**src/hw/ess_defines.svh**
```systemverilog
// Constants of the engine starter sequencer: timing, thresholds, limits.
// Assumes a single system clock; included by the design files and the bench.
`ifndef ESS_DEFINES_SVH
`define ESS_DEFINES_SVH

// ****************************************
// Timing
// ****************************************
`define ESS_CLK_PERIOD_NS 8
`define ESS_TICK_PERIOD_NS 1000000
`define ESS_BUS_DELAY_MS 1000
`define ESS_MISMATCH_MS 1000
`define ESS_INJ_HOLD_MS 2000
`define ESS_TMR_W 16

// ****************************************
// Speeds
// ****************************************
`define ESS_RESUME_RPM 16'h0032
`define ESS_RAMP_STEP 16'h0010
`define ESS_IDLE_RESET 16'h0000

`endif

```
**src/hw/ess_pkg.sv**
```systemverilog
// Types shared by the engine starter sequencer.
// Needs nothing but itself.
package ess_pkg;
  typedef enum logic [1:0] {
    ESS_IDLE = 2'b00,
    ESS_WAIT = 2'b01,
    ESS_CRANK = 2'b10,
    ESS_LOCK = 2'b11
  } ess_state_e;

  typedef enum logic [1:0] {
    ESS_SRC_NONE = 2'b00,
    ESS_SRC_WIRED = 2'b01,
    ESS_SRC_BUS = 2'b10,
    ESS_SRC_BTN = 2'b11
  } ess_src_e;
endpackage

```
**src/hw/ess_timer.sv**
```systemverilog
// Tick-driven delay counter of the engine starter sequencer.
// Assumes tick is a one-cycle pulse on the same clock.
`timescale 1ns/1ps
`include "ess_defines.svh"
module ess_timer #(
  parameter int W = `ESS_TMR_W
) (
  // Clock and reset
  input wire logic clk,
  input wire logic arst_n,
  // Control
  input wire logic tick,
  input wire logic run,
  input wire logic [W-1:0] limit,
  // Result
  output logic done
);
  logic [W-1:0] count;

  // Holds at limit so done stays up until run drops
  always_ff @(posedge clk or negedge arst_n) begin
    if (!arst_n) begin
      count <= '0;
    end else if (!run) begin
      count <= '0;
    end else if (tick && count < limit) begin
      count <= count + 1'b1;
    end
  end

  assign done = run && (count >= limit);
endmodule // ess_timer

```
**src/hw/ess_starter.sv**
```systemverilog
// Starter sequencer: main/aux path drive, reset bridge, bus and button starts.
// Assumes pins are asynchronous; bus and system signals share clk.
// Notes on behaviour
// - Wired start without short circuit sets a start record kept over warm restart.
// - Warm restart with start record keeps aux path released until restart ends.
// - At warm restart end a still valid start moves drive onto the main path.
// - Backup phase completion clears start record and warm restart indication.
// - Bridge keeps immobilizer disabled only if it was disabled before the drop.
// - Normal cranking drives both series main path switches together.
// - Outside the bridge, aux path released only after main path active and no output level seen.
// - Aux path has its own release output, apart from the main switches.
// - Driver faults come from output level sensing and main path short detect.
// - Bus-only start demand waits one second before engaging, if authorized.
// - Bus start stops on protection or wired line or button toggled on-off.
// - Start aborts when the configured maximum starting time is exceeded.
// - Button start needs ignition on and starter not locked.
// - Button start refused in bus backup or when configured without bus.
// - Button press requests start on bus; crank only after controller confirms.
// - Button release stops starter; bus request ignored until withdrawn.
// - Stop button shuts engine off and reports stop to the controller.
// - Stop during button cranking keeps starter but inhibits injection.
// - Injection returns on both released and stopped, or start held two seconds.
// - Later presses ramp idle setpoint to max limit; release restores idle.
// - Rev-up stays armed until engine speed reaches zero.
// - External stop must be held; release above 50 rpm resumes running.
// - Wired and bus start disagreeing over one second flags fault, delays start.
`timescale 1ns/1ps
`include "ess_defines.svh"
module ess_starter
  import ess_pkg::*;
#(
  parameter int TICK_CYCLES = `ESS_TICK_PERIOD_NS / `ESS_CLK_PERIOD_NS,
  parameter int TICKS_PER_MS = 1
) (
  // Clock and reset
  input wire logic clk,
  input wire logic arst_n,
  // Pins
  input wire logic wired_start_req,
  input wire logic svc_start_btn,
  input wire logic svc_stop_btn,
  input wire logic ignition_on,
  input wire logic starter_output_level,
  input wire logic main_path_short_detect,
  // Vehicle controller over the bus
  input wire logic bus_start_demand,
  input wire logic bus_start_confirm,
  input wire logic bus_start_authorized,
  input wire logic bus_backup_mode,
  input wire logic ext_stop_btn,
  output logic bus_start_request,
  output logic engine_stop_report,
  // System state and configuration
  input wire logic cfg_no_bus,
  input wire logic starter_locked,
  input wire logic protection_trip,
  input wire logic [`ESS_TMR_W-1:0] cfg_max_start_ticks,
  input wire logic warm_restart_active,
  input wire logic backup_phase_done,
  input wire logic immo_disabled_before,
  input wire logic [15:0] engine_speed,
  input wire logic [15:0] base_idle,
  input wire logic [15:0] max_speed_limit,
  // Starter driver
  output logic main_path_switch_a,
  output logic main_path_switch_b,
  output logic aux_path_release,
  // Status
  output logic start_record,
  output logic warm_restart_flag,
  output logic immo_keep_disabled,
  output logic driver_fault,
  output logic start_line_fault,
  output logic injection_inhibit,
  output logic [15:0] idle_setpoint
);
  localparam int TW = $clog2(TICK_CYCLES + 1);
  localparam logic [TW-1:0] TICK_LAST = TW'(TICK_CYCLES - 1);

  // ****************************************
  // Input synchronisers
  // ****************************************
  logic [5:0] pin_meta;
  logic [5:0] pin_sync;
  always_ff @(posedge clk or negedge arst_n) begin
    if (!arst_n) begin
      pin_meta <= 6'h00;
      pin_sync <= 6'h00;
    end else begin
      pin_meta <= {wired_start_req, svc_start_btn, svc_stop_btn, ignition_on,
                   starter_output_level, main_path_short_detect};
      pin_sync <= pin_meta;
    end
  end
  logic wired_s, btn_s, stop_s, ign_s, level_s, short_s;
  assign {wired_s, btn_s, stop_s, ign_s, level_s, short_s} = pin_sync;

  // ****************************************
  // Tick and timers
  // ****************************************
  logic [TW-1:0] tick_cnt;
  logic tick;
  always_ff @(posedge clk or negedge arst_n) begin
    if (!arst_n) begin
      tick_cnt <= '0;
    end else begin
      tick_cnt <= (tick_cnt == TICK_LAST) ? '0 : tick_cnt + 1'b1;
    end
  end
  assign tick = (tick_cnt == TICK_LAST);

  // Timer 0: start delay, 1: max start, 2: injection hold
  logic [2:0] tmr_run;
  logic [2:0] tmr_done;
  logic [`ESS_TMR_W-1:0] tmr_lim [3];
  assign tmr_lim[0] = `ESS_TMR_W'(`ESS_BUS_DELAY_MS * TICKS_PER_MS);
  assign tmr_lim[1] = cfg_max_start_ticks;
  assign tmr_lim[2] = `ESS_TMR_W'(`ESS_INJ_HOLD_MS * TICKS_PER_MS);
  for (genvar i = 0; i < 3; i++) begin : g_tmr
    ess_timer #(.W(`ESS_TMR_W)) u_tmr (
      .clk(clk),
      .arst_n(arst_n),
      .tick(tick),
      .run(tmr_run[i]),
      .limit(tmr_lim[i]),
      .done(tmr_done[i])
    );
  end

  // ****************************************
  // Start sequencing
  // ****************************************
  ess_state_e state;
  ess_src_e src;
  logic bus_ignore, toggle_seen, bridge_active, warm_prev, main_on_d;
  logic btn_started, crank_only, revup_armed, short_seen;
  logic btn_ok, bus_go, mismatch, crank_stop, next_bridge_end;

  assign btn_ok = ign_s && !starter_locked && !bus_backup_mode && !cfg_no_bus;
  assign bus_go = bus_start_demand && !bus_ignore && !wired_s && !btn_s;
  assign mismatch = wired_s != bus_start_demand;
  assign next_bridge_end = bridge_active && !warm_restart_active;

  always_comb begin
    crank_stop = protection_trip || tmr_done[1];
    unique case (src)
      ESS_SRC_WIRED: crank_stop = crank_stop || !wired_s;
      ESS_SRC_BTN: crank_stop = crank_stop || !btn_s;
      ESS_SRC_BUS: crank_stop = crank_stop || !bus_start_demand ||
                                (toggle_seen && !wired_s && !btn_s);
      ESS_SRC_NONE: crank_stop = 1'b1;
    endcase
  end

  always_ff @(posedge clk or negedge arst_n) begin
    if (!arst_n) begin
      state <= ESS_IDLE;
      src <= ESS_SRC_NONE;
    end else begin
      unique case (state)
        ESS_IDLE: begin
          if (next_bridge_end && wired_s) begin
            state <= ESS_CRANK;
            src <= ESS_SRC_WIRED;
          end else if (wired_s && !starter_locked && !bridge_active) begin
            src <= ESS_SRC_WIRED;
            // Disagreement holds the start back for the check period
            state <= (mismatch && !cfg_no_bus && !bus_backup_mode) ? ESS_WAIT : ESS_CRANK;
          end else if (btn_s && btn_ok && bus_start_confirm && !bus_ignore) begin
            state <= ESS_CRANK;
            src <= ESS_SRC_BTN;
          end else if (bus_go && !starter_locked) begin
            state <= ESS_WAIT;
            src <= ESS_SRC_BUS;
          end
        end
        ESS_WAIT: begin
          if (starter_locked || (src == ESS_SRC_BUS ? !bus_start_demand : !wired_s)) begin
            state <= ESS_LOCK;
          end else if (tmr_done[0] && (src != ESS_SRC_BUS || bus_start_authorized)) begin
            state <= ESS_CRANK;
          end
        end
        ESS_CRANK: begin
          if (crank_stop) begin
            state <= ESS_LOCK;
          end
        end
        ESS_LOCK: begin
          // All sources must be withdrawn before any source may start again
          if (!wired_s && !btn_s && !bus_start_demand) begin
            state <= ESS_IDLE;
            src <= ESS_SRC_NONE;
          end
        end
      endcase
    end
  end

  assign tmr_run[0] = (state == ESS_WAIT);
  assign tmr_run[1] = (state == ESS_CRANK);
  assign tmr_run[2] = crank_only && btn_s && !stop_s;

  always_ff @(posedge clk or negedge arst_n) begin
    if (!arst_n) begin
      toggle_seen <= 1'b0;
    end else if (state != ESS_CRANK || src != ESS_SRC_BUS) begin
      toggle_seen <= 1'b0;
    end else if (wired_s || btn_s) begin
      toggle_seen <= 1'b1;
    end
  end

  always_ff @(posedge clk or negedge arst_n) begin
    if (!arst_n) begin
      bus_ignore <= 1'b0;
    end else if (state == ESS_CRANK && src == ESS_SRC_BTN && !btn_s) begin
      bus_ignore <= 1'b1;
    end else if (!bus_start_demand) begin
      bus_ignore <= 1'b0;
    end
  end

  assign bus_start_request = btn_s && btn_ok && !bus_ignore &&
                             (state == ESS_IDLE || state == ESS_CRANK);

  // ****************************************
  // Reset bridge
  // ****************************************
  always_ff @(posedge clk or negedge arst_n) begin
    if (!arst_n) begin
      short_seen <= 1'b0;
    end else if (state != ESS_CRANK) begin
      short_seen <= 1'b0;
    end else if (short_s) begin
      short_seen <= 1'b1;
    end
  end

  // Reset or backup phase completion clears the record; a warm restart leaves it standing
  always_ff @(posedge clk or negedge arst_n) begin
    if (!arst_n) begin
      start_record <= 1'b0;
    end else if (state == ESS_CRANK && src == ESS_SRC_WIRED && !short_seen && !short_s) begin
      start_record <= 1'b1;
    end else if (backup_phase_done) begin
      start_record <= 1'b0;
    end
  end

  always_ff @(posedge clk or negedge arst_n) begin
    if (!arst_n) begin
      warm_prev <= 1'b0;
      bridge_active <= 1'b0;
    end else begin
      warm_prev <= warm_restart_active;
      if (warm_restart_active && !warm_prev && start_record) begin
        bridge_active <= 1'b1;
      end else if (!warm_restart_active) begin
        bridge_active <= 1'b0;
      end
    end
  end

  always_ff @(posedge clk or negedge arst_n) begin
    if (!arst_n) begin
      warm_restart_flag <= 1'b0;
      immo_keep_disabled <= 1'b0;
    end else if (warm_restart_active && !warm_prev) begin
      warm_restart_flag <= 1'b1;
      immo_keep_disabled <= start_record && immo_disabled_before;
    end else if (backup_phase_done) begin
      warm_restart_flag <= 1'b0;
      immo_keep_disabled <= 1'b0;
    end
  end

  // ****************************************
  // Starter driver
  // ****************************************
  logic drive;
  assign drive = (state == ESS_CRANK);
  always_ff @(posedge clk or negedge arst_n) begin
    if (!arst_n) begin
      main_path_switch_a <= 1'b0;
      main_path_switch_b <= 1'b0;
      main_on_d <= 1'b0;
      aux_path_release <= 1'b0;
    end else begin
      main_path_switch_a <= drive;
      main_path_switch_b <= drive;
      main_on_d <= drive && main_path_switch_a;
      // Aux path lacks short protection, so outside the bridge it only backs up a dead main path
      aux_path_release <= bridge_active ||
                          (drive && main_on_d && !level_s && !short_s);
    end
  end

  always_ff @(posedge clk or negedge arst_n) begin
    if (!arst_n) begin
      driver_fault <= 1'b0;
    end else begin
      driver_fault <= (short_s && main_path_switch_a) ||
                      (level_s && !main_path_switch_a && !aux_path_release);
    end
  end

  always_ff @(posedge clk or negedge arst_n) begin
    if (!arst_n) begin
      start_line_fault <= 1'b0;
    end else if (state == ESS_WAIT && src == ESS_SRC_WIRED && tmr_done[0] && mismatch) begin
      start_line_fault <= 1'b1;
    end else if (!mismatch) begin
      start_line_fault <= 1'b0;
    end
  end

  // ****************************************
  // Service buttons, injection, rev-up
  // ****************************************
  always_ff @(posedge clk or negedge arst_n) begin
    if (!arst_n) begin
      crank_only <= 1'b0;
    end else if (stop_s && drive && src == ESS_SRC_BTN) begin
      crank_only <= 1'b1;
    end else if ((!btn_s && !stop_s && engine_speed == 16'h0000) || tmr_done[2]) begin
      crank_only <= 1'b0;
    end
  end

  always_ff @(posedge clk or negedge arst_n) begin
    if (!arst_n) begin
      engine_stop_report <= 1'b0;
      injection_inhibit <= 1'b0;
    end else begin
      engine_stop_report <= stop_s;
      // External stop only holds while pressed; early release resumes
      injection_inhibit <= crank_only || stop_s || ext_stop_btn;
    end
  end

  always_ff @(posedge clk or negedge arst_n) begin
    if (!arst_n) begin
      btn_started <= 1'b0;
      revup_armed <= 1'b0;
    end else begin
      if (drive && src == ESS_SRC_BTN) begin
        btn_started <= 1'b1;
      end else if (engine_speed == 16'h0000) begin
        btn_started <= 1'b0;
      end
      if (engine_speed == 16'h0000) begin
        revup_armed <= 1'b0;
      end else if (btn_started && !btn_s && state != ESS_CRANK) begin
        revup_armed <= 1'b1;
      end
    end
  end

  logic revup_on;
  assign revup_on = revup_armed && btn_s && state == ESS_IDLE;
  always_ff @(posedge clk or negedge arst_n) begin
    if (!arst_n) begin
      idle_setpoint <= `ESS_IDLE_RESET;
    end else if (!revup_on) begin
      idle_setpoint <= base_idle;
    end else if (idle_setpoint == base_idle && engine_speed > base_idle) begin
      idle_setpoint <= engine_speed;
    end else if (tick) begin
      idle_setpoint <= (max_speed_limit - idle_setpoint > `ESS_RAMP_STEP) ?
                       idle_setpoint + `ESS_RAMP_STEP : max_speed_limit;
    end
  end
endmodule // ess_starter

```
**config.mk**
```make
export PLATFORM = sky130hd
export DESIGN_NAME = ess_starter
export DESIGN_NICKNAME = d
export VERILOG_FILES = /design/src/hw/ess_pkg.sv /design/src/hw/ess_timer.sv /design/src/hw/ess_starter.sv
export VERILOG_INCLUDE_DIRS = /design/src /design/src/hw
export SDC_FILE = /design/constraint.sdc
export NUM_CORES = 1
export LEC_CHECK = 0
export ABC_AREA = 0
export BUFFER_PORTS_ARGS = -buffer_cell sky130_fd_sc_hd__buf_2
export CORE_MARGIN = 2
export CORE_UTILIZATION = 24
export DETAILED_ROUTE_END_ITERATION = 8
export SLEW_MARGIN = 20
export SYNTH_ARGS = -nofsm -noshare
export SYNTH_HDL_FRONTEND = slang
export SYNTH_SLANG_ARGS = --single-unit
```
**constraint.sdc**
```tcl
create_clock -name clk -period 3.95 [get_ports clk]
set_input_delay 0.79 -clock clk [delete_from_list [all_inputs] [get_ports clk]]
set_output_delay 0.79 -clock clk [all_outputs]
set_load 0.01 [all_outputs]
```
==> impl_metrics.env <==
export IMPL_run_status="finished clean"
export IMPL_max_freq_mhz=265.7
export IMPL_p_per_area_nw_per_um2=508.9
export IMPL_routed_wirelength_um=23910
export IMPL_tightest_slew_ns=1.040
export IMPL_ant_nets=0
export IMPL_numCtsBuffers=17
export IMPL_p_total_w=0.005099
export IMPL_p_leak_nw=4.654
export IMPL_h_tree_depth=4
export IMPL_synth_seq_cells=115
export IMPL_synth_avg_cell_area_um2=8.761
export IMPL_rows=66
export IMPL_ys_seq_area_share_pct=36.06
export IMPL_synth_most_common_cell="dfrtp_1"
export IMPL_finalSetupViolCount=0
export IMPL_final_cells=1524
export IMPL_area_delta_synth_final_pct=25.52
export IMPL_path_cells="buf_2 -> inv_1 -> ha_1 -> inv_1 -> fa_1 -> a211o_1 -> a21o_1 -> o311a_1 -> or4_4 -> or4_1 -> buf_4 -> nor3_1 -> a21oi_1 -> a31o_1"
export IMPL_cts_max_path_buffers=2
export IMPL_hold_path_class="flip-flop to flip-flop"
export IMPL_crit_path_frequent_cell="inv_1"
export IMPL_clock_latency_ns=0.43
export IMPL_rsz0062_at_grt="false"
export IMPL_n_fill_cell=3452
export IMPL_whs_path_depth=0
export IMPL_crit_path_max_incr_delay_ns=0.68
export IMPL_gp_congestion=0.9661
export IMPL_route_detailed_drc=0
export IMPL_ys_types=74
export IMPL_yosysTopAreaCell="dfrtp_1"
export IMPL_ctsHoldBuffers=0
export IMPL_final_max_slew_violation_count=0
export IMPL_grt_pass1_wl_um=37710
export IMPL_relSlewSlack_pct=29.82
export IMPL_nets=1210
export IMPL_seq_area_um2=2878
export IMPL_avgRoutedWirePerCell_um=15.69
export IMPL_synth_cells=911
export IMPL_start_kind="input port"
export IMPL_cts_resized=0
export IMPL_overflow=0
export IMPL_skew_ns=0.01419
export IMPL_grt_usage_pct=13.69
export IMPL_grt_max_degree=66
export IMPL_cts_root_buf="clkbuf_16"
export IMPL_syn_area_um2=7981
export IMPL_worst_ir_drop_vdd_v=0.0003277
export IMPL_dieHeight_um=186.4
export IMPL_drv_cap=0
export IMPL_antenna_found_initial=1
export IMPL_vias=7382
export IMPL_dp_cells=1491
export IMPL_cp_required_ns=4.26
export IMPL_die_w_um=186.4
export IMPL_final_hold_viol_count=0
export IMPL_synth_common_cells="115 x dfrtp_1, 97 x nor2_1, 74 x inv_1, 58 x ha_1, 54 x nand2_1"
export IMPL_fin_crit_ns=3.764
export IMPL_clk_pin_slew_ns=0.06
export IMPL_cp_slowest_cell="or4_1"
export IMPL_yosysWarnings=0
export IMPL_synth_top_flop_cell="dfrtp_1"
export IMPL_arrival_ns=4.08
export IMPL_fin_ws_ns=0.1863
export IMPL_dpl_worst_slack_ns=-0.2612
export IMPL_synthesis_nets=1053
export IMPL_io_buffer_count=109
export IMPL_synth_top_cell_area_share_pct=36.06
export IMPL_async_reset_ff_share_pct=100.0
export IMPL_initial_core_util_pct=24.47
export IMPL_drive_gt1_share_pct=21.37
export IMPL_end_kind="flip-flop"
export IMPL_r2r_cells=12
export IMPL_synth_area_top_cells="dfrtp_1 36%, ha_1 9.1%, nor2_1 4.6%"
export IMPL_period_share_pct=95.28
export IMPL_drt_iter0_drc=428
export IMPL_firstDrtPassIters=5
export IMPL_fin_util_pct=30.71
export IMPL_die_area_um2=34730
export IMPL_grt_pass1_vias=7072
export IMPL_post_cts_buffers=0
export IMPL_worstPathMaxFanout=3
export IMPL_ioPinCount=110
export IMPL_synth_edff_count=0
export IMPL_viasPerCell=4.844
export IMPL_clkSinkCount=115
export IMPL_coreArea_um2=32620
export IMPL_hpwl_um=18810
export IMPL_multi_input_area_um2=4677
export IMPL_cts_tree="built"
export IMPL_crit_type="input port to flip-flop"
[critical path, delay by kind of cell]
kind                     cells  cell delay, ns
AND/OR/NAND/NOR              3            1.37
AO/OA/AOI/OAI                5            0.95
adder cells (fa/ha/maj)      2            0.54
buffers and inverters        4            0.42
[kinds of logic after synthesis]
kind of cell    count (synthesis)  share of synthesized area, %
buf+inv                       109                         5.471
compound gates                194                         16.62
flops                         115                         36.06
fa+ha+maj                      59                         9.343
mux                            24                         3.151
xor+xnor                       66                         7.242
simple gates                  344                         22.12
[power by group]
| part | leakage [nW] | total, W | internal, W | switching (W) |
|---|---|---|---|---|
| combinational | 2.88 | 0.00215 | 0.000913 | 0.00123 |
| sequential | 1.49 | 0.00142 | 0.00129 | 0.000133 |
| clock | 0.285 | 0.00153 | 0.000902 | 0.000628 |
| total | 4.65 | 0.00510 | 0.00311 | 0.00199 |
[per-layer routing]
layer,track usage (%),vias to the layer above,routed length (um)
met4,4.308,0,486
met3,2.821,31,1611
met2,21.73,247,10930
met1,18.64,3532,10880
li1,-,3572,-
met5,0,-,0
[per-stage QoR]
step | setup TNS (ns) | area, um2 | hold slack (ns)
global route | 0 | 10020 | 0.3555
global placement | -1.623 | 9432 | 0.3338
CTS | 0 | 10010 | 0.3504
finish | 0 | 10020 | 0.3482
detailed placement | -2.394 | 9432 | 0.3355
floorplan | 0 | 7981 | 0.3312
[path summary, 6_finish.rpt]
check	from	to	slack [ns]
setup / recovery	max_speed_limit[0]	idle_setpoint[11]	0.19
hold / removal	pin_meta[2]	pin_sync[2]	0.35
setup reg to reg	idle_setpoint[14]	idle_setpoint[11]	0.23
hold reg to reg	pin_meta[2]	pin_sync[2]	0.35
max in group asynchronous	arst_n	warm_restart_flag	2.72
min in group asynchronous	arst_n	g_tmr[2].u_tmr.count[7]	0.42
[registers in the layout (all words and copies together), names as in the netlist, 2 cells and up]
register,cells
g_tmr.u_tmr.count,48
idle_setpoint,16
pin_meta,6
pin_sync,6
src,2
state,2
tick_cnt,17
[area by class of cell]
type                            instances  share of cell area (%)
Multi-Input combinational cell        687                   46.68
Sequential cell                       115                   28.72
Timing Repair Buffer                  172                   10.44
Tap cell                              442                   5.520
Clock buffer                           18                   4.384
Inverter                               75                   2.810
Clock inverter                         14                   1.411
Antenna cell                            1                 0.02498
[cells in the final DEF, fill, tap and decap left out, types with 5 or more instances in the layout]
| cell | count |
|---|---|
| inv_6 | 8 |
| nor4_1 | 13 |
| mux2_2 | 8 |
| buf_2 | 108 |
| buf_4 | 62 |
| o21a_1 | 12 |
| xor2_1 | 36 |
| mux2i_1 | 15 |
| ha_1 | 58 |
| nand4_1 | 25 |
| clkbuf_16 | 17 |
| nor2_1 | 97 |
| inv_1 | 74 |
| nand2_1 | 54 |
| nor2b_1 | 10 |
| nand2b_1 | 12 |
| nand3_1 | 41 |
| and2_1 | 14 |
| o211ai_1 | 12 |
| or2_2 | 7 |
| o21ai_0 | 29 |
| or3_1 | 5 |
| and3_1 | 21 |
| nor3_1 | 22 |
| dfrtp_1 | 115 |
| a21oi_1 | 48 |
| or4_1 | 5 |
| o21bai_1 | 5 |
| o31ai_1 | 8 |
| a31oi_1 | 9 |
| a31o_1 | 5 |
| a21o_1 | 16 |
| xnor2_1 | 30 |
(Power assumes the default switching activity.)
